`src/shared/pte_pkg.sv`:
```
// What this block does
// - Eight independent channels, each with tasks, an input event and a configuration.
// - Each channel binds to exactly one pin chosen by its pin-select field.
// - Three write tasks per channel: drive high, drive low, configurable output.
// - Input event raised on rising edge, falling edge or any change, as configured.
// - Drive-high task forces the selected pin high.
// - Drive-low task forces the selected pin low.
// - Output task sets, clears or inverts the pin per action-polarity field.
// - All tasks and the event of a channel use its single configuration register.
// - A controlled pin takes its output only from this unit; general I/O ignored.
// - A disconnected channel returns the pin to general I/O values.
// - Same-cycle tasks: output beats drive-low, drive-low beats drive-high.
// - Task mode with no-action polarity: colliding output task leaves pin unchanged.
// - Entering task mode drives the pin to the initial-output field level.
// - Port event on each rising edge of the combined pin-match signal.
// - Latched matching with a latch bit still high after clear gives a new event.
// - Power-off request while match is high causes an immediate wakeup reset.
// - Port detection needs no clock or power request and can wake the processor.
// - Channel events drive the interconnect; interconnect events trigger pin tasks.
// - Event mode makes pin input; task mode makes it output; disabled keeps own setup.
package pte_pkg;

    localparam int unsigned NUM_CH   = 8;
    localparam int unsigned NUM_PINS = 32;
    localparam int unsigned SYNC_W   = NUM_PINS + 1;
    localparam int unsigned ADDR_W   = 12;
    localparam int unsigned DATA_W   = 32;
    localparam int unsigned CH_W     = 3;
    localparam int unsigned PIN_W    = 5;

    // Register byte offsets
    localparam logic [ADDR_W-1:0] OFS_TASK_OUT = 12'h000;
    localparam logic [ADDR_W-1:0] OFS_TASK_SET = 12'h030;
    localparam logic [ADDR_W-1:0] OFS_TASK_CLR = 12'h060;
    localparam logic [ADDR_W-1:0] OFS_EVT_IN   = 12'h100;
    localparam logic [ADDR_W-1:0] OFS_EVT_PORT = 12'h17c;
    localparam logic [ADDR_W-1:0] OFS_STATUS   = 12'h400;
    localparam logic [ADDR_W-1:0] OFS_CONFIG   = 12'h510;
    localparam logic [ADDR_W-1:0] BANK_SPAN    = 12'h020;
    localparam int unsigned       WORD_LSB     = 2;

    // Configuration fields
    localparam int unsigned       CFG_MODE_LSB = 0;
    localparam int unsigned       CFG_PSEL_LSB = 8;
    localparam int unsigned       CFG_POL_LSB  = 16;
    localparam int unsigned       CFG_INIT_BIT = 20;
    localparam logic [DATA_W-1:0] CFG_WMASK    = 32'h0013_1f03;
    localparam logic [DATA_W-1:0] CFG_RESET    = 32'h0000_0000;
    localparam int unsigned       TASK_TRIG_BIT = 0;
    localparam int unsigned       STAT_DET_BIT  = 8;

    typedef enum logic [1:0] {
        MODE_DISABLED = 2'h0,
        MODE_EVENT    = 2'h1,
        MODE_RSVD     = 2'h2,
        MODE_TASK     = 2'h3
    } pte_mode_t;

    typedef enum logic [1:0] {
        POL_NONE   = 2'h0,
        POL_LOTOHI = 2'h1,
        POL_HITOLO = 2'h2,
        POL_TOGGLE = 2'h3
    } pte_pol_t;

    function automatic pte_mode_t cfg_mode(input logic [DATA_W-1:0] cfg);
        return pte_mode_t'(cfg[CFG_MODE_LSB +: 2]);
    endfunction : cfg_mode

    function automatic pte_pol_t cfg_pol(input logic [DATA_W-1:0] cfg);
        return pte_pol_t'(cfg[CFG_POL_LSB +: 2]);
    endfunction : cfg_pol

    function automatic logic [PIN_W-1:0] cfg_psel(input logic [DATA_W-1:0] cfg);
        return cfg[CFG_PSEL_LSB +: PIN_W];
    endfunction : cfg_psel

    // Address lies in an eight-word bank starting at base
    function automatic logic bank_hit(input logic [ADDR_W-1:0] addr,
                                      input logic [ADDR_W-1:0] base);
        logic [ADDR_W-1:0] diff;
        diff = addr - base;
        return (addr >= base) && (diff < BANK_SPAN);
    endfunction : bank_hit

    function automatic logic [CH_W-1:0] bank_ch(input logic [ADDR_W-1:0] addr,
                                                input logic [ADDR_W-1:0] base);
        logic [ADDR_W-1:0] diff;
        diff = addr - base;
        return diff[WORD_LSB +: CH_W];
    endfunction : bank_ch

endpackage : pte_pkg

```
`src/hw/pte_unit.sv`:
```
`timescale 1ns/1ps
module pte_unit
    import pte_pkg::*;
(
    // Clock and reset
    input  wire logic                clk,
    input  wire logic                rst_b,
    // Avalon-MM register slave
    input  wire logic [ADDR_W-1:0]   avs_address,
    input  wire logic                avs_read,
    input  wire logic                avs_write,
    input  wire logic [DATA_W-1:0]   avs_writedata,
    output logic      [DATA_W-1:0]   avs_readdata,
    output logic                     avs_waitrequest,
    // Pads
    input  wire logic [NUM_PINS-1:0] pin_in,
    output logic      [NUM_PINS-1:0] pin_out,
    output logic      [NUM_PINS-1:0] pin_oe,
    // General I/O block
    input  wire logic [NUM_PINS-1:0] gpio_out,
    input  wire logic [NUM_PINS-1:0] gpio_dir,
    input  wire logic                match_detect,
    input  wire logic                latched_match_mode,
    input  wire logic                latch_clear,
    // Event interconnect
    input  wire logic [NUM_CH-1:0]   ic_out_task,
    input  wire logic [NUM_CH-1:0]   ic_set_task,
    input  wire logic [NUM_CH-1:0]   ic_clr_task,
    output logic      [NUM_CH-1:0]   in_event,
    output logic                     port_event,
    // Power control
    input  wire logic                sysoff_req,
    output logic                     wake_reset
);

    // Bus handshake state
    logic                waitrequest_q;
    logic                waitrequest_d;
    logic [DATA_W-1:0]   readdata_q;
    logic [DATA_W-1:0]   readdata_d;

    // Channel state
    logic [DATA_W-1:0]   cfg_q [NUM_CH];
    logic [NUM_CH-1:0]   lvl_q;
    logic [NUM_CH-1:0]   lvl_d;
    logic [NUM_CH-1:0]   evt_flag_q;
    logic [NUM_CH-1:0]   evt_flag_d;
    logic [NUM_CH-1:0]   in_event_q;
    logic [NUM_CH-1:0]   evt_hit;

    // Port state
    logic                port_flag_q;
    logic                port_flag_d;
    logic                port_event_q;
    logic                port_hit;
    logic                wake_reset_q;

    // Pin drive
    logic [NUM_PINS-1:0] pin_out_q;
    logic [NUM_PINS-1:0] pin_out_d;
    logic [NUM_PINS-1:0] pin_oe_q;
    logic [NUM_PINS-1:0] pin_oe_d;

    // Synchronised inputs
    logic [SYNC_W-1:0]   sync_level;
    logic [SYNC_W-1:0]   sync_rise;
    logic [SYNC_W-1:0]   sync_fall;

    pte_sync_edge u_sync (
        .clk    (clk),
        .rst_b  (rst_b),
        .raw_in ({match_detect, pin_in}),
        .level  (sync_level),
        .rise   (sync_rise),
        .fall   (sync_fall)
    );

    // Bus access decode
    wire                 rd_setup  = avs_read & waitrequest_q;
    wire                 wr_accept = avs_write & ~waitrequest_q;
    wire                 wr_zero   = (avs_writedata == '0);
    wire                 wr_trig   = avs_writedata[TASK_TRIG_BIT];
    wire                 hit_out   = bank_hit(avs_address, OFS_TASK_OUT);
    wire                 hit_set   = bank_hit(avs_address, OFS_TASK_SET);
    wire                 hit_clr   = bank_hit(avs_address, OFS_TASK_CLR);
    wire                 hit_evt   = bank_hit(avs_address, OFS_EVT_IN);
    wire                 hit_cfg   = bank_hit(avs_address, OFS_CONFIG);
    wire                 hit_port  = (avs_address[ADDR_W-1:WORD_LSB] ==
                                      OFS_EVT_PORT[ADDR_W-1:WORD_LSB]);
    wire                 hit_stat  = (avs_address[ADDR_W-1:WORD_LSB] ==
                                      OFS_STATUS[ADDR_W-1:WORD_LSB]);
    wire [CH_W-1:0]      ch_out    = bank_ch(avs_address, OFS_TASK_OUT);
    wire [CH_W-1:0]      ch_set    = bank_ch(avs_address, OFS_TASK_SET);
    wire [CH_W-1:0]      ch_clr    = bank_ch(avs_address, OFS_TASK_CLR);
    wire [CH_W-1:0]      ch_evt    = bank_ch(avs_address, OFS_EVT_IN);
    wire [CH_W-1:0]      ch_cfg    = bank_ch(avs_address, OFS_CONFIG);

    // One-cycle wait then accept
    assign waitrequest_d = ~((avs_read | avs_write) & waitrequest_q);

    // Next channel output level
    function automatic logic next_level(
        input logic        cur,
        input logic        cfg_wr,
        input logic [DATA_W-1:0] new_cfg,
        input logic [DATA_W-1:0] cfg,
        input logic        t_out,
        input logic        t_set,
        input logic        t_clr
    );
        logic nxt;
        nxt = cur;
        if (cfg_wr && cfg_mode(new_cfg) == MODE_TASK) begin
            nxt = new_cfg[CFG_INIT_BIT];
        end else if (cfg_mode(cfg) == MODE_TASK) begin
            if (t_out) begin
                unique case (cfg_pol(cfg))
                    POL_LOTOHI: nxt = 1'b1;
                    POL_HITOLO: nxt = 1'b0;
                    POL_TOGGLE: nxt = ~cur;
                    POL_NONE:   nxt = cur;
                endcase
            end else if (t_clr) begin
                nxt = 1'b0;
            end else if (t_set) begin
                nxt = 1'b1;
            end
        end
        return nxt;
    endfunction : next_level

    // Edge match for an event-mode channel
    function automatic logic edge_match(
        input logic [DATA_W-1:0] cfg,
        input logic              rise,
        input logic              fall
    );
        logic hit;
        hit = 1'b0;
        if (cfg_mode(cfg) == MODE_EVENT) begin
            unique case (cfg_pol(cfg))
                POL_LOTOHI: hit = rise;
                POL_HITOLO: hit = fall;
                POL_TOGGLE: hit = rise | fall;
                POL_NONE:   hit = 1'b0;
            endcase
        end
        return hit;
    endfunction : edge_match

    // Per-channel tasks, levels and events
    for (genvar i = 0; i < NUM_CH; i++) begin : g_ch
        wire [CH_W-1:0]  idx     = CH_W'(i);
        wire [PIN_W-1:0] psel    = cfg_psel(cfg_q[i]);
        wire             sw_out  = wr_accept & hit_out & wr_trig & (ch_out == idx);
        wire             sw_set  = wr_accept & hit_set & wr_trig & (ch_set == idx);
        wire             sw_clr  = wr_accept & hit_clr & wr_trig & (ch_clr == idx);
        wire             cfg_wr  = wr_accept & hit_cfg & (ch_cfg == idx);
        wire             evt_clr = wr_accept & hit_evt & wr_zero & (ch_evt == idx);
        wire [DATA_W-1:0] new_cfg = avs_writedata & CFG_WMASK;

        // Interconnect tasks share the register tasks
        wire             t_out   = sw_out | ic_out_task[i];
        wire             t_set   = sw_set | ic_set_task[i];
        wire             t_clr   = sw_clr | ic_clr_task[i];

        assign lvl_d[i] = next_level(lvl_q[i], cfg_wr, new_cfg, cfg_q[i],
                                     t_out, t_set, t_clr);
        assign evt_hit[i] = edge_match(cfg_q[i], sync_rise[psel], sync_fall[psel]);
        assign evt_flag_d[i] = evt_hit[i] | (evt_flag_q[i] & ~evt_clr);

        always_ff @(posedge clk or negedge rst_b) begin
            if (!rst_b) begin
                cfg_q[i] <= CFG_RESET;
            end else if (cfg_wr) begin
                cfg_q[i] <= new_cfg;
            end
        end
    end

    // Port event from combined match signal
    wire port_clr = wr_accept & hit_port & wr_zero;
    wire det_lvl  = sync_level[NUM_PINS];
    wire det_rise = sync_rise[NUM_PINS];
    wire rearm    = latched_match_mode & latch_clear & det_lvl;

    // No clock or power request is raised for this path
    assign port_hit    = det_rise | rearm;
    assign port_flag_d = port_hit | (port_flag_q & ~port_clr);

    // Pin ownership and drive
    always_comb begin
        pin_out_d = gpio_out;
        pin_oe_d  = gpio_dir;
        for (int p = 0; p < NUM_PINS; p++) begin
            for (int c = 0; c < NUM_CH; c++) begin
                if (cfg_psel(cfg_q[c]) == PIN_W'(p)) begin
                    if (cfg_mode(cfg_q[c]) == MODE_TASK) begin
                        pin_out_d[p] = lvl_q[c];
                        pin_oe_d[p]  = 1'b1;
                    end else if (cfg_mode(cfg_q[c]) == MODE_EVENT) begin
                        pin_oe_d[p]  = 1'b0;
                    end
                end
            end
        end
    end

    // Read data select
    always_comb begin
        readdata_d = readdata_q;
        if (rd_setup) begin
            readdata_d = '0;
            if (hit_cfg) begin
                readdata_d = cfg_q[ch_cfg];
            end else if (hit_evt) begin
                readdata_d = DATA_W'(evt_flag_q[ch_evt]);
            end else if (hit_port) begin
                readdata_d = DATA_W'(port_flag_q);
            end else if (hit_stat) begin
                readdata_d = DATA_W'(lvl_q);
                readdata_d[STAT_DET_BIT] = det_lvl;
            end
        end
    end

    always_ff @(posedge clk or negedge rst_b) begin
        if (!rst_b) begin
            waitrequest_q <= 1'b1;
            readdata_q    <= '0;
        end else begin
            waitrequest_q <= waitrequest_d;
            readdata_q    <= readdata_d;
        end
    end

    always_ff @(posedge clk or negedge rst_b) begin
        if (!rst_b) begin
            lvl_q        <= '0;
            evt_flag_q   <= '0;
            in_event_q   <= '0;
            port_flag_q  <= 1'b0;
            port_event_q <= 1'b0;
        end else begin
            lvl_q        <= lvl_d;
            evt_flag_q   <= evt_flag_d;
            in_event_q   <= evt_hit;
            port_flag_q  <= port_flag_d;
            port_event_q <= port_hit;
        end
    end

    always_ff @(posedge clk or negedge rst_b) begin
        if (!rst_b) begin
            pin_out_q    <= '0;
            pin_oe_q     <= '0;
            wake_reset_q <= 1'b0;
        end else begin
            pin_out_q    <= pin_out_d;
            pin_oe_q     <= pin_oe_d;
            wake_reset_q <= sysoff_req & det_lvl;
        end
    end

    assign avs_readdata    = readdata_q;
    assign avs_waitrequest = waitrequest_q;
    assign pin_out         = pin_out_q;
    assign pin_oe          = pin_oe_q;
    assign in_event        = in_event_q;
    assign port_event      = port_event_q;
    assign wake_reset      = wake_reset_q;

endmodule : pte_unit

```
`src/hw/pte_sync_edge.sv`:
```
`timescale 1ns/1ps
module pte_sync_edge
    import pte_pkg::*;
(
    // Clock and reset
    input  wire logic              clk,
    input  wire logic              rst_b,
    // Raw levels
    input  wire logic [SYNC_W-1:0] raw_in,
    // Synchronised levels and edges
    output logic      [SYNC_W-1:0] level,
    output logic      [SYNC_W-1:0] rise,
    output logic      [SYNC_W-1:0] fall
);

    logic [SYNC_W-1:0] meta_q;
    logic [SYNC_W-1:0] sync_q;
    logic [SYNC_W-1:0] prev_q;

    always_ff @(posedge clk or negedge rst_b) begin
        if (!rst_b) begin
            meta_q <= '0;
            sync_q <= '0;
            prev_q <= '0;
        end else begin
            meta_q <= raw_in;
            sync_q <= meta_q;
            prev_q <= sync_q;
        end
    end

    assign level = sync_q;
    assign rise  = sync_q & ~prev_q;
    assign fall  = ~sync_q & prev_q;

endmodule : pte_sync_edge

```
`config.mk`:
```
export PLATFORM = sky130hd
export DESIGN_NAME = pte_unit
export DESIGN_NICKNAME = d
export VERILOG_FILES = /design/src/shared/pte_pkg.sv /design/src/hw/pte_unit.sv /design/src/hw/pte_sync_edge.sv
export SDC_FILE = /design/constraint.sdc
export NUM_CORES = 1
export LEC_CHECK = 0
export BUFFER_PORTS_ARGS = -buffer_cell sky130_fd_sc_hd__buf_2
export CORE_ASPECT_RATIO = 1.25
export CORE_MARGIN = 10
export CORE_UTILIZATION = 30
export CTS_CLUSTER_DIAMETER = 100
export CTS_CLUSTER_SIZE = 20
export DETAILED_ROUTE_END_ITERATION = 10
export PLACE_DENSITY = 0.56
export SYNTH_ARGS = -nofsm -noshare
export SYNTH_HDL_FRONTEND = slang
export SYNTH_SLANG_ARGS = --single-unit
```
`constraint.sdc`:
```
create_clock -name clk -period 2.3 [get_ports clk]
set_clock_uncertainty 0.1 [all_clocks]
set_input_delay 0.46 -clock clk [delete_from_list [all_inputs] [get_ports clk]]
set_output_delay 0.46 -clock clk [all_outputs]
set_load 0.01 [all_outputs]
```
Yosys cells after proc, flatten, opt, wreduce, memory -nomap -nowiden
Cells that the tools add are included.

storage, ports and cells
  word-level logic and storage cells = 1,963
  input port bits = 172
  bits in registers = 303
  memory bits (writable) = 0
  output and inout port bits = 107
  memory bits (read-only) = 0
  memories = 0
  latch bits = 0

operators by class
  eq/ne operators = 334
  reduce and logical (&&, ||, !) cells = 59
  magnitude comparators = 20
  multiply operators = 0
  bitwise operators = 133
  multiplexer cells = 1,385
  divide/modulo/power cells = 0
  shift-type cells = 0
  $add $sub $neg = 4

operators with widths
  cell                                                                   count
  1-bit 2-to-1 mux                                                       1,345
  5-bit == test, second input constant                                   128
  5-bit by 4-bit == test with 1-bit output, second input constant        64
  5-bit by 3-bit == test with 1-bit output, second input constant        32
  32-bit binary-select mux with 3-bit select                             1
  32-bit 2-to-1 mux                                                      3
  1-bit binary-select mux with 5-bit select                              16
  5-bit by 2-bit == test with 1-bit output, second input constant        16
  1-bit bitwise AND                                                      66
  3-bit == test, second input constant                                   20
  12-bit by 6-bit < comparator with 1-bit output, second input constant  5
  5-bit by 7-bit < comparator with 1-bit output, second input constant   8
  2-bit == test, second input constant                                   25
  1-bit OR                                                               43
  5-bit by 1-bit == test with 1-bit output, second input constant        8
  5-bit zero test                                                        8
  33-bit bitwise AND                                                     1
  33-bit NOT                                                             1
  32-bit bitwise AND                                                     1
  2-bit by 1-bit == test with 1-bit output, second input constant        16
  32-bit zero test                                                       1
  32-bit NOT                                                             1
  1-bit case mux with 4 select lines                                     8
  4-bit nonzero test                                                     8
  other kinds (26)                                                       110

Longest topological paths before layout
Gate-level depths: netlist of the first run.

  depth in word-level cells = 25
  gate-level depth with buffers = 12
  depth with buffers taken out = 9

Hierarchy
From an unflattened synthesis of the first run, not the netlist that was laid out.

second synthesis, totals
  cells, all modules = 2,694
  area, all modules = 24,582.3 um2

by module, submodules not included
  module         sequential area each (um2)  cells each  times used  area each (um2)
  pte_unit       4,705.8                     2,529       1           21,526.9
  pte_sync_edge  2,477.4                     165         1           3,055.4

Worst setup path after synthesis of the first run
Ideal clock, no wire load.

  kind = input to register
  from = in avs_address[4]
  to = reg cfg_q[169] (netlist name)
  data required time = 2.072 ns
  library setup time = 0.128 ns
  buffers on the path = 3
  stages on the path = 11
  arrival time = 2.575 ns
  setup slack = -0.502 ns
  cells stage by stage = inv_2 -> buf_1 -> ha_1 -> xnor2_1 -> nand3_1 -> nor3_2 -> and3b_1 -> buf_6 -> nand2_2 -> buf_2 -> mux2_1

on the way
  cells in the longest elaborated chain, start to end = 5
  elaborated cells between the ends (all ways) = 7
  those cells by class = 1 x add/sub; 2 x order compare; 1 x eq/ne; 2 x bitwise; 1 x reduce/logical

ends and longest elaborated chain
  element                                         line             source
  from (decl)                                     pte_unit.sv:9    input wire logic [ADDR_W-1:0] avs_address,
  12-bit by 11-bit subtractor with 12-bit output  pte_pkg.sv:89    diff = addr - base;
  12-bit by 6-bit < comparator with 1-bit output  pte_pkg.sv:83    return (addr >= base) && (diff < BANK_SPAN);
  1-bit logical AND                               pte_pkg.sv:83
  1-bit bitwise AND                               pte_unit.sv:158  wire cfg_wr = wr_accept & hit_cfg & (ch_cfg == idx);
  1-bit bitwise AND (*)                           pte_unit.sv:158
  to (signal, indexed assignment)                 pte_unit.sv:176  cfg_q[i] <= new_cfg;
  to (decl)                                       pte_unit.sv:43   logic [DATA_W-1:0] cfg_q [NUM_CH];

Every way passes the cells marked *; elsewhere a longest branch is shown, timed or not.
A chain may end at the register's enable or synchronous reset.

Worst setup path after layout of the first run
  from = reg cfg_q[233] (netlist name)
  to = reg pin_out_q[8] (netlist: pin_out[8])

on the way
  cells in the longest elaborated chain, start to end = 16

ends and longest elaborated chain
  element                                       line             source
  5-bit by 4-bit == test with 1-bit output (*)  pte_unit.sv:197  if (cfg_psel(cfg_q[c]) == PIN_W'(p)) begin
  1-bit 2-to-1 mux (*)                          pte_unit.sv:197
  1-bit 2-to-1 mux                              pte_unit.sv:198  if (cfg_mode(cfg_q[c]) == MODE_TASK) begin
  1-bit 2-to-1 mux (*)                          pte_unit.sv:197
  1-bit 2-to-1 mux                              pte_unit.sv:198
  1-bit 2-to-1 mux (*)                          pte_unit.sv:197
  1-bit 2-to-1 mux                              pte_unit.sv:198
  1-bit 2-to-1 mux (*)                          pte_unit.sv:197
  1-bit 2-to-1 mux                              pte_unit.sv:198
  1-bit 2-to-1 mux (*)                          pte_unit.sv:197
  1-bit 2-to-1 mux                              pte_unit.sv:198
  1-bit 2-to-1 mux (*)                          pte_unit.sv:197
  1-bit 2-to-1 mux                              pte_unit.sv:198
  1-bit 2-to-1 mux (*)                          pte_unit.sv:197
  1-bit 2-to-1 mux                              pte_unit.sv:198
  1-bit 2-to-1 mux (*)                          pte_unit.sv:197
  named net pin_out_d[8]                        pte_unit.sv:60   logic [NUM_PINS-1:0] pin_out_d;
  to (signal assigned)                          pte_unit.sv:259  pin_out_q <= pin_out_d;
  to (decl)                                     pte_unit.sv:59   logic [NUM_PINS-1:0] pin_out_q;

Mark *: on every way through the listed nets, which the timed path passes. The rest lies on a longest branch.

==> results of run 1 <==
==> timing repair <==
item                       in CTS  in global routing
hold endpoints to repair       76                  0
hold buffers                   36                  0
gates resized for setup       443                396
setup endpoints to repair      82                 85
pin swaps                     134                212
setup buffers                  65                 60
gates cloned                    1                  1
==> layout make-up <==
type / instances / area, um^2 / share of cell area, %
well taps: 1053 / 1320 / 3.29
clock buffers: 28 / 562 / 1.40
diodes: 7 / 17.5 / 0.0438
repair buffers: 1521 / 12200 / 30.4
flip-flops and latches: 287 / 7220 / 18.1
multi-input cells: 2256 / 18500 / 46.2
clock inverters: 7 / 114 / 0.285
inverters: 28 / 110 / 0.275
==> cell usage after synthesis (24+ instances only) <==
cell       number
a31oi_1        43
inv_1          25
clkbuf_1      155
nor3_1         87
nor4_1         30
mux4_2         60
buf_4          44
nand2_1       276
mux2_2         83
a21oi_1       115
mux2i_1        50
o21ai_0       174
nand2b_1       80
nor2b_1        85
nand3_1        73
a22oi_1        38
o211ai_1       48
o221ai_1       29
nand4bb_1      24
nor2_1        273
dfrtp_1       286
o22ai_1       159
buf_2          67
a211oi_1       29
==> registers in the layout, indices dropped and copies added, names as in the netlist, 16 cells and up <==
| signal | cells |
|---|---|
| u_sync.prev_q | 33 |
| cfg_q | 80 |
| avs_readdata | 16 |
| pin_oe | 32 |
| u_sync.meta_q | 33 |
| pin_out | 32 |
| u_sync.level | 33 |
==> cell families (layout without fill, tap and decap cells) <==
family / after synthesis / after routing / synth area share [%]
buffers and inverters: 314 / 1584 / 6.39
and+or+nand+nor: 1154 / 1154 / 26.1
AOI/OAI and AO/OA: 877 / 877 / 24.8
muxes: 201 / 201 / 12.1
adders and majority gates: 6 / 6 / 0.316
other: 1 / 23 / 0.0158
xor gates and xnor gates: 2 / 2 / 0.0736
DFF: 287 / 287 / 30.2
==> path summary, 6_finish.rpt <==
check                                  start          endpoint  slack (ns)  cells past startpoint
setup / recovery                  cfg_q[233]        pin_out[8]       -0.40                      9
hold / removal                     avs_write   avs_waitrequest        0.05                      3
setup reg to reg                  cfg_q[233]        pin_out[8]       -0.40                      9
hold reg to reg            u_sync.meta_q[31]  u_sync.level[31]        0.25                      0
max in group asynchronous              rst_b        cfg_q[138]        1.07                      3
min in group asynchronous              rst_b  u_sync.level[29]        0.27                      2
==> stage by stage <==
stage / TNS (ns) / hold slack, ns / power, uW / util [%]
CTS: -10.24 / 0.0410 / 12200 / 48.1
finish: -12.30 / 0.0494 / 12400 / 50.8
global route: -15.05 / 0.0740 / 12700 / 50.8
global placement: -49.52 / 0.232 / 7870 / 43.7
floorplan: -2.06 / 0.0644 / 6220 / -
detailed placement: -52.48 / 0.235 / 7870 / 43.7
==> critical path, delay by kind of cell (launching register included) <==
family          cells  cell delay (ns)
mux                 1             0.29
simple gates        2             0.68
compound gates      4             0.77
buf+inv             2             0.30
flops               1             0.46
==> power by group through the flow <==
stage	sequential [uW]	combinational, uW	clock [uW]
after floorplan	5410	813	0
after global placement	5420	2450	0
after detailed placement	5430	2450	0
after CTS	5330	2670	4200
after global routing	5350	2960	4370
final	5340	2910	4150
==> metal layers <==
metal  share of wire [%]  vias up  GRT usage, %
met5               0.017        -             0
met4                  11        4          32.9
met3                 8.4      775          6.44
met2                  45     2271          60.2
met1                  36    15874          43.0
li1                    -    13414             -
==> metrics list, run 1 <==
* Crit Path Class: flop to flop
- Cell at the slowest stage of the critical path: or4b_4
- Count of final max-slew check failures: 0
* Mean area per synthesized cell: 8.37 um^2
* Die Area: 91000 um^2
- Sorting the synthesized cells by area gives the leading types as dfrtp_1 (30%), mux4_2 (5.7%), nand2_1 (4.4%).
- Post-synth ARST share: 100%
- The synthesized design spends more area on one cell type than any other, namely dfrtp_1.
- The finished cells cover 40000 um^2.
- Port buffer count: 260
* Number of CTS-inserted buffers: 21
- After synthesis the cells add up to 23800 um^2.
* Number of different library cells in the post-synthesis netlist: 111
- Clock latency of the later-clocked register in the worst-skew pair: 0.61 ns
- The core region is 78700 um^2.
- The largest single stage delay on the critical path is 0.56 ns.
- Gr usage total: 37.6%
* Total Routed Length: 179000 um
- CTS tree: done
* Top cell type's share of synthesized area: 30.1%
- In this run the vertical extent of the chip is 335 um.
* Data arrival time of the worst path: 3.09 ns
- For this run, the detailed router's first-pass iteration total came to 7.
- Slew Limit Headroom: 46.5%
- Once detail routing completed, the nets flagged for antenna violations numbered 0.
- Commonest non-fill, non-tap cell in the layout: buf_4
- Number of antenna violations at the first check in global routing: 6
- Total leakage power: 0.0167 uW
- Final setup violation count: 72
- Setup repair after global routing could not meet its margin everywhere.
- For this run, the top clock speed supported by timing is 370 MHz.
- Number of top-level pins: 279
* Number of instances in the synthesized netlist: 2842
- Post-Place Cell Area: 34400 um^2
* Crit share post-route: 118%
- Psw: 4020 uW
- Combinational share of power: 23.5%
- In this run the number of H-tree levels came out at 1.
* Maximum buffer depth of the clock tree: 3
* CP max FO: 5
- Violated checks: negative setup slack
- CTS Root Buffer Type: clkbuf_16
* Result of the run: finished, violations left
- Final non-filler cell total: 5187
* Final weighted congestion in routability-driven placement: 1.12
- Proportion of layout cells with a drive suffix above 1: 53.5%
- VDD sags by at most 0.000518 V.
- DR WL/cell: 34.6 um
* Commonest cells after routing, fill and taps aside: buf_4 (1053), buf_2 (259), dfrtp_1 (257)
- Cell internal power dissipation: 8380 uW
- The tightest min-delay check is of the primary input to flop type.
- Die Width: 272 um
* Fillers: 7498
- Min Tclk post-route: 2.70 ns
- Post-Place Worst Slack: -0.590 ns
- In the routed layout, each cell is associated on average with a via count of 6.23.
- Req. time, crit path: 2.69 ns
- Number of flip-flops and latches in the synthesized netlist: 287
- The via count of the first global-routing pass came to 31782.
- Share of total power in the clock network: 33.5%
- The first global-routing pass estimated 244000 um of wire.
* Overflow left after global routing: 0
- Area Overhead vs Synth: 68.1%
- Counting tap cells, the placed design contains a total of 5012 instances.
- In the routed design, unresolved DRC markers number 0.
* Pin count of the biggest net entering global routing: 55
* Slew of the pin with the lowest slew margin: 0.802 ns
- Power density of the placed cells: 310 nW/um^2
* Top FF cell, synth: dfrtp_1
* Effective utilization at floorplan: 30.2%
- The final layout contains 4293 nets.
- After synthesis, flip-flops and latches occupy 30.2% of the total area.
- In this run, flip-flops and latches consume 43.0% of the power.
* Switching power as a share of total power: 32.4%
- Across the run, the number of max-cap violations was 0.
- Row cnt: 115
* Final worst slack: -0.403 ns
* Crit end category: flop
* Hold Violations, Final: 0
- After legalization and detailed placement, the total HPWL measured 144000 um.
- Drt first-iter violations: 4109
- In this run, synthesis inferred 0 flip-flops with an integrated enable.
- Type of origin of the critical path: flop
- CTS clock-pin slew for the worst setup and hold paths: 0.10 ns
- Walking the worst path, the cells encountered are buf_6, or4b_4, buf_8, nor2_4, mux2i_2, a211oi_2, a221o_1, a31oi_4, o21ai_2.
* Warnings from Yosys: 0
- The routed layout has 32338 vias.
* Clk sinks: 287
Note: power is estimated with default switching activity, not from simulation.
==> inputs of run 2 (changes only) <==
--- a/config.mk
+++ b/config.mk
@@ -6,13 +6,15 @@
 export NUM_CORES = 1
 export LEC_CHECK = 0
 export BUFFER_PORTS_ARGS = -buffer_cell sky130_fd_sc_hd__buf_2
+export CELL_PAD_IN_SITES_DETAIL_PLACEMENT = 0
+export CELL_PAD_IN_SITES_GLOBAL_PLACEMENT = 1
 export CORE_ASPECT_RATIO = 1.25
 export CORE_MARGIN = 10
 export CORE_UTILIZATION = 30
 export CTS_CLUSTER_DIAMETER = 100
 export CTS_CLUSTER_SIZE = 20
 export DETAILED_ROUTE_END_ITERATION = 10
-export PLACE_DENSITY = 0.56
+export PLACE_DENSITY = 0.68
 export SYNTH_ARGS = -nofsm -noshare
 export SYNTH_HDL_FRONTEND = slang
 export SYNTH_SLANG_ARGS = --single-unit
==> metrics list, run 2 (same netlist as run 1, synthesis figures left out) <==
- Cells on Worst Hold Path: 3 (unchanged)
- The post-detailed-routing wire length was 192000 um (+7.0%).
* Worst-case hold path end point: avs_waitrequest
* Number of levels in the clock H-tree: 1 (unchanged)
- Setup repair after global routing could not meet its margin everywhere.
- The reported net switching power was 4140 uW (+2.9%).
- The detailed placer's ending HPWL is 155000 um (+7.3%).
- End of the worst register-to-register path: pin_oe[6]
- The maximum buffer depth of the clock tree was 3 (unchanged).
* Min Tclk post-route: 2.90 ns (+0.197 ns)
- The checks that failed: negative setup slack.
* Cell internal power dissipation: 8460 uW (+1.0%)
* Cell at the slowest stage of the critical path: o32ai_2
- The final estimated routing congestion in global placement is 1.07 (-3.8%).
- TritonCTS built the clock tree.
- Max-Cap Viols: 0 (unchanged)
- The measured slew at the worst slew-check pin came to 0.716 ns (-0.0856 ns).
- Area Overhead vs Synth: 72.0%
* Result of the run: finished, violations left
- Drt first-iter violations: 3473 (-15%)
- First-pass GRT wire length: 259000 um (+6.1%)
* WHS: 0.0675 ns (+0.0182 ns)
- The post-route setup TNS came to -15.81 ns (-3.51 ns).
* Share of total power in the clock network: 33.1% (-0.4 points)
- DR WL/cell: 36.5 um (+5.7%)
- Slew Limit Headroom: 52.1% (+5.6 points)
* Number of global-route vias before repair: 32764 (+3.1%)
* Maximum clock rate: 345 MHz (-6.8%)
- The data required time of the critical path was 2.75 ns (+0.06 ns).
- Worst vdd ir: 0.000693 V (+34%)
* Number of top-level pins: 279 (unchanged)
* Worst R2R Start: cfg_q[235]
* Die Area: 91000 um^2 (unchanged)
* Die Width: 272 um (unchanged)
- Broken down by cell family, the worst path's largest delay share belongs to compound AO/OA/AOI/OAI gates.
- DRC violation count after routing: 0 (unchanged)
- The register share of total power was 42.3% (-0.7 points).
* Data arrival time of the worst path: 3.35 ns (+0.26 ns)
- The final hold violation count came to 0 (unchanged).
* Power density of the placed cells: 308 nW/um^2 (-0.68%)
* Hold Startpoint: avs_write
- Average via count per standard cell: 6.15 (-1.3%)
- Leaving out fill and tap cells, the most frequent cells in the layout are buf_4 (1090), dfrtp_1 (262), buf_2 (260).
- The first-pass detailed-route iteration total is 8 (+1).
* Port buffer count: 260 (unchanged)
- Total leakage power: 0.0172 uW (+3.3%)
- The fraction of layout instances using a drive strength above 1 is 54.6% (+1.1 points).
* CTS clock-pin slew for the worst setup and hold paths: 0.09 ns (about the same)
- The total grt overflow is 0 (unchanged).
- The number of instances in the placed design came to 5074 (+1.2%).
- Combinational share of power: 24.6% (+1.1 points)
* Remaining antenna violation count after routing: 0 (unchanged)
- Number of antenna violations at the first check in global routing: 3 (-3)
- Worst setup path startpoint: cfg_q[235]
- Layout Nets: 4365 (+1.7%)
- Post-Place Worst Slack: -1.16 ns (-0.574 ns)
- The aggregate global-route resource usage is 40.4% (+2.9 points).
- Number of CTS-inserted buffers: 22 (+4.8%)
* Slack of the worst reg-to-reg path: -0.60 ns (-0.20 ns)
* Fillers: 7527 (+0.39%)
- The setup violation total in the final timing report came to 78 (+8.3%).
- Biggest cell delay along the critical path: 0.50 ns (-0.06 ns)
- Critical-path cell list: buf_12, buf_12, buf_12, and4bb_2, a21oi_1, o32ai_2, buf_4, o21ai_0, a22oi_1, nor3_1, buf_4, o21ai_2, buf_4
* Crit share post-route: 126% (+8.5 points)
- Core Box Area: 78700 um^2 (unchanged)
- Clock latency of the later-clocked register in the worst-skew pair: 0.60 ns (about the same)
* Crit end category: flop
- The via count was 32308 (-0.093%).
* Clk sinks: 287 (unchanged)
- Height of the die: 335 um (unchanged)
* CP max FO: 6 (+1)
* Commonest non-fill, non-tap cell in the layout: buf_4
* Pin count of the biggest net entering global routing: 75 (+36%)
- Row cnt: 115 (unchanged)
* CTS Root Buffer Type: clkbuf_16
* Final worst slack: -0.599 ns (-0.197 ns)
- Type of origin of the critical path: flop
- Cells on worst reg2reg path: 13 (+4)
- Switching power as a share of total power: 32.8% (+0.41 points)
- Effective utilization at floorplan: 30.2% (unchanged)
- The worst hold path belongs to the class primary input to flop.
* Number of buffer and inverter stages on the critical path: 6 (+4)
- Register ranked first by flip-flop count: cfg_q
- Crit Path Class: flop to flop
* Final non-filler cell total: 5252 (+1.3%)
* Largest register FFs: 80 (unchanged)
* Count of final max-slew check failures: 0 (unchanged)
==> run 2: cell types whose count changed in the layout (fill, tap and decap cells not counted), sizes merged <==
| cell | previous run | this run |
|---|---|---|
| bufbuf | 0 | 1 |
| inv | 31 | 30 |
| clkbuf | 29 | 30 |
| diode | 7 | 1 |
| bufinv | 1 | 0 |
| clkinv | 2 | 6 |
| buf | 1484 | 1552 |
| clkinvlp | 1 | 0 |
==> run 2: worst max-delay path by stage <==
stage	to	slack, ns	cells past startpoint
floorplan	cfg_q[81]	-0.06	11
global placement	pin_out[11]	-1.20	11
detailed placement	pin_out[11]	-1.16	11
CTS	pin_oe[15]	-0.44	12
global route	pin_oe[6]	-0.68	13
finish	pin_oe[6]	-0.60	13
==> run 2: per-layer routing <==
metal  vias to the layer above  wire length, um  part of all wire [%]  track usage [%]
met4                         2            20100                    10             35.0
met1                     16080            69900                    36             46.2
met3                       732            15300                   8.0             7.26
met5                         -               19                0.0099                0
li1                      13538                -                     -                -
met2                      1956            86600                    45             64.7
==> run 2: worst min-delay path: cells and delay by family <==
family | cells | cell delay [ns]
AO/OA/AOI/OAI | 1 | 0.09
buffers and inverters | 2 | 0.21
==> run 2: power groups by stage <==
stage               Clock (uW)  Sequential (uW)  Combinational (uW)
finish                    4170             5330                3090
global route              4390             5350                3130
CTS                       4220             5330                2890
detailed placement           0             5420                2610
global placement             0             5420                2620
floorplan                    0             5410                 813
==> run 2: final cells by class <==
type	instances	area [um^2]	area share, %
Tap cell	1053	1320	3.22
Timing Repair Buffer	1592	13000	31.8
Clock inverter	8	115	0.281
Multi-Input combinational cell	2256	18600	45.3
Sequential cell	287	7210	17.6
Clock buffer	27	591	1.44
Inverter	28	110	0.269
Antenna cell	1	2.50	0.00611
==> run 2: per-stage QoR <==
step	cell area [um^2]	util, %	power, uW
floorplan	24000	-	6220
global placement	35100	44.6	8040
detailed placement	35100	44.6	8030
CTS	39200	49.8	12400
global route	40900	52.0	12900
finish	40900	52.0	12600
==> run 2: timing repair <==
action / in CTS / in global routing
resized for setup: 550 / 307
cloned: 2 / 2
hold buffers: 36 / 0
buffers inserted: 87 / 51
hold endpoints to repair: 54 / 0
setup endpoints to repair: 81 / 86
pin swaps: 170 / 221
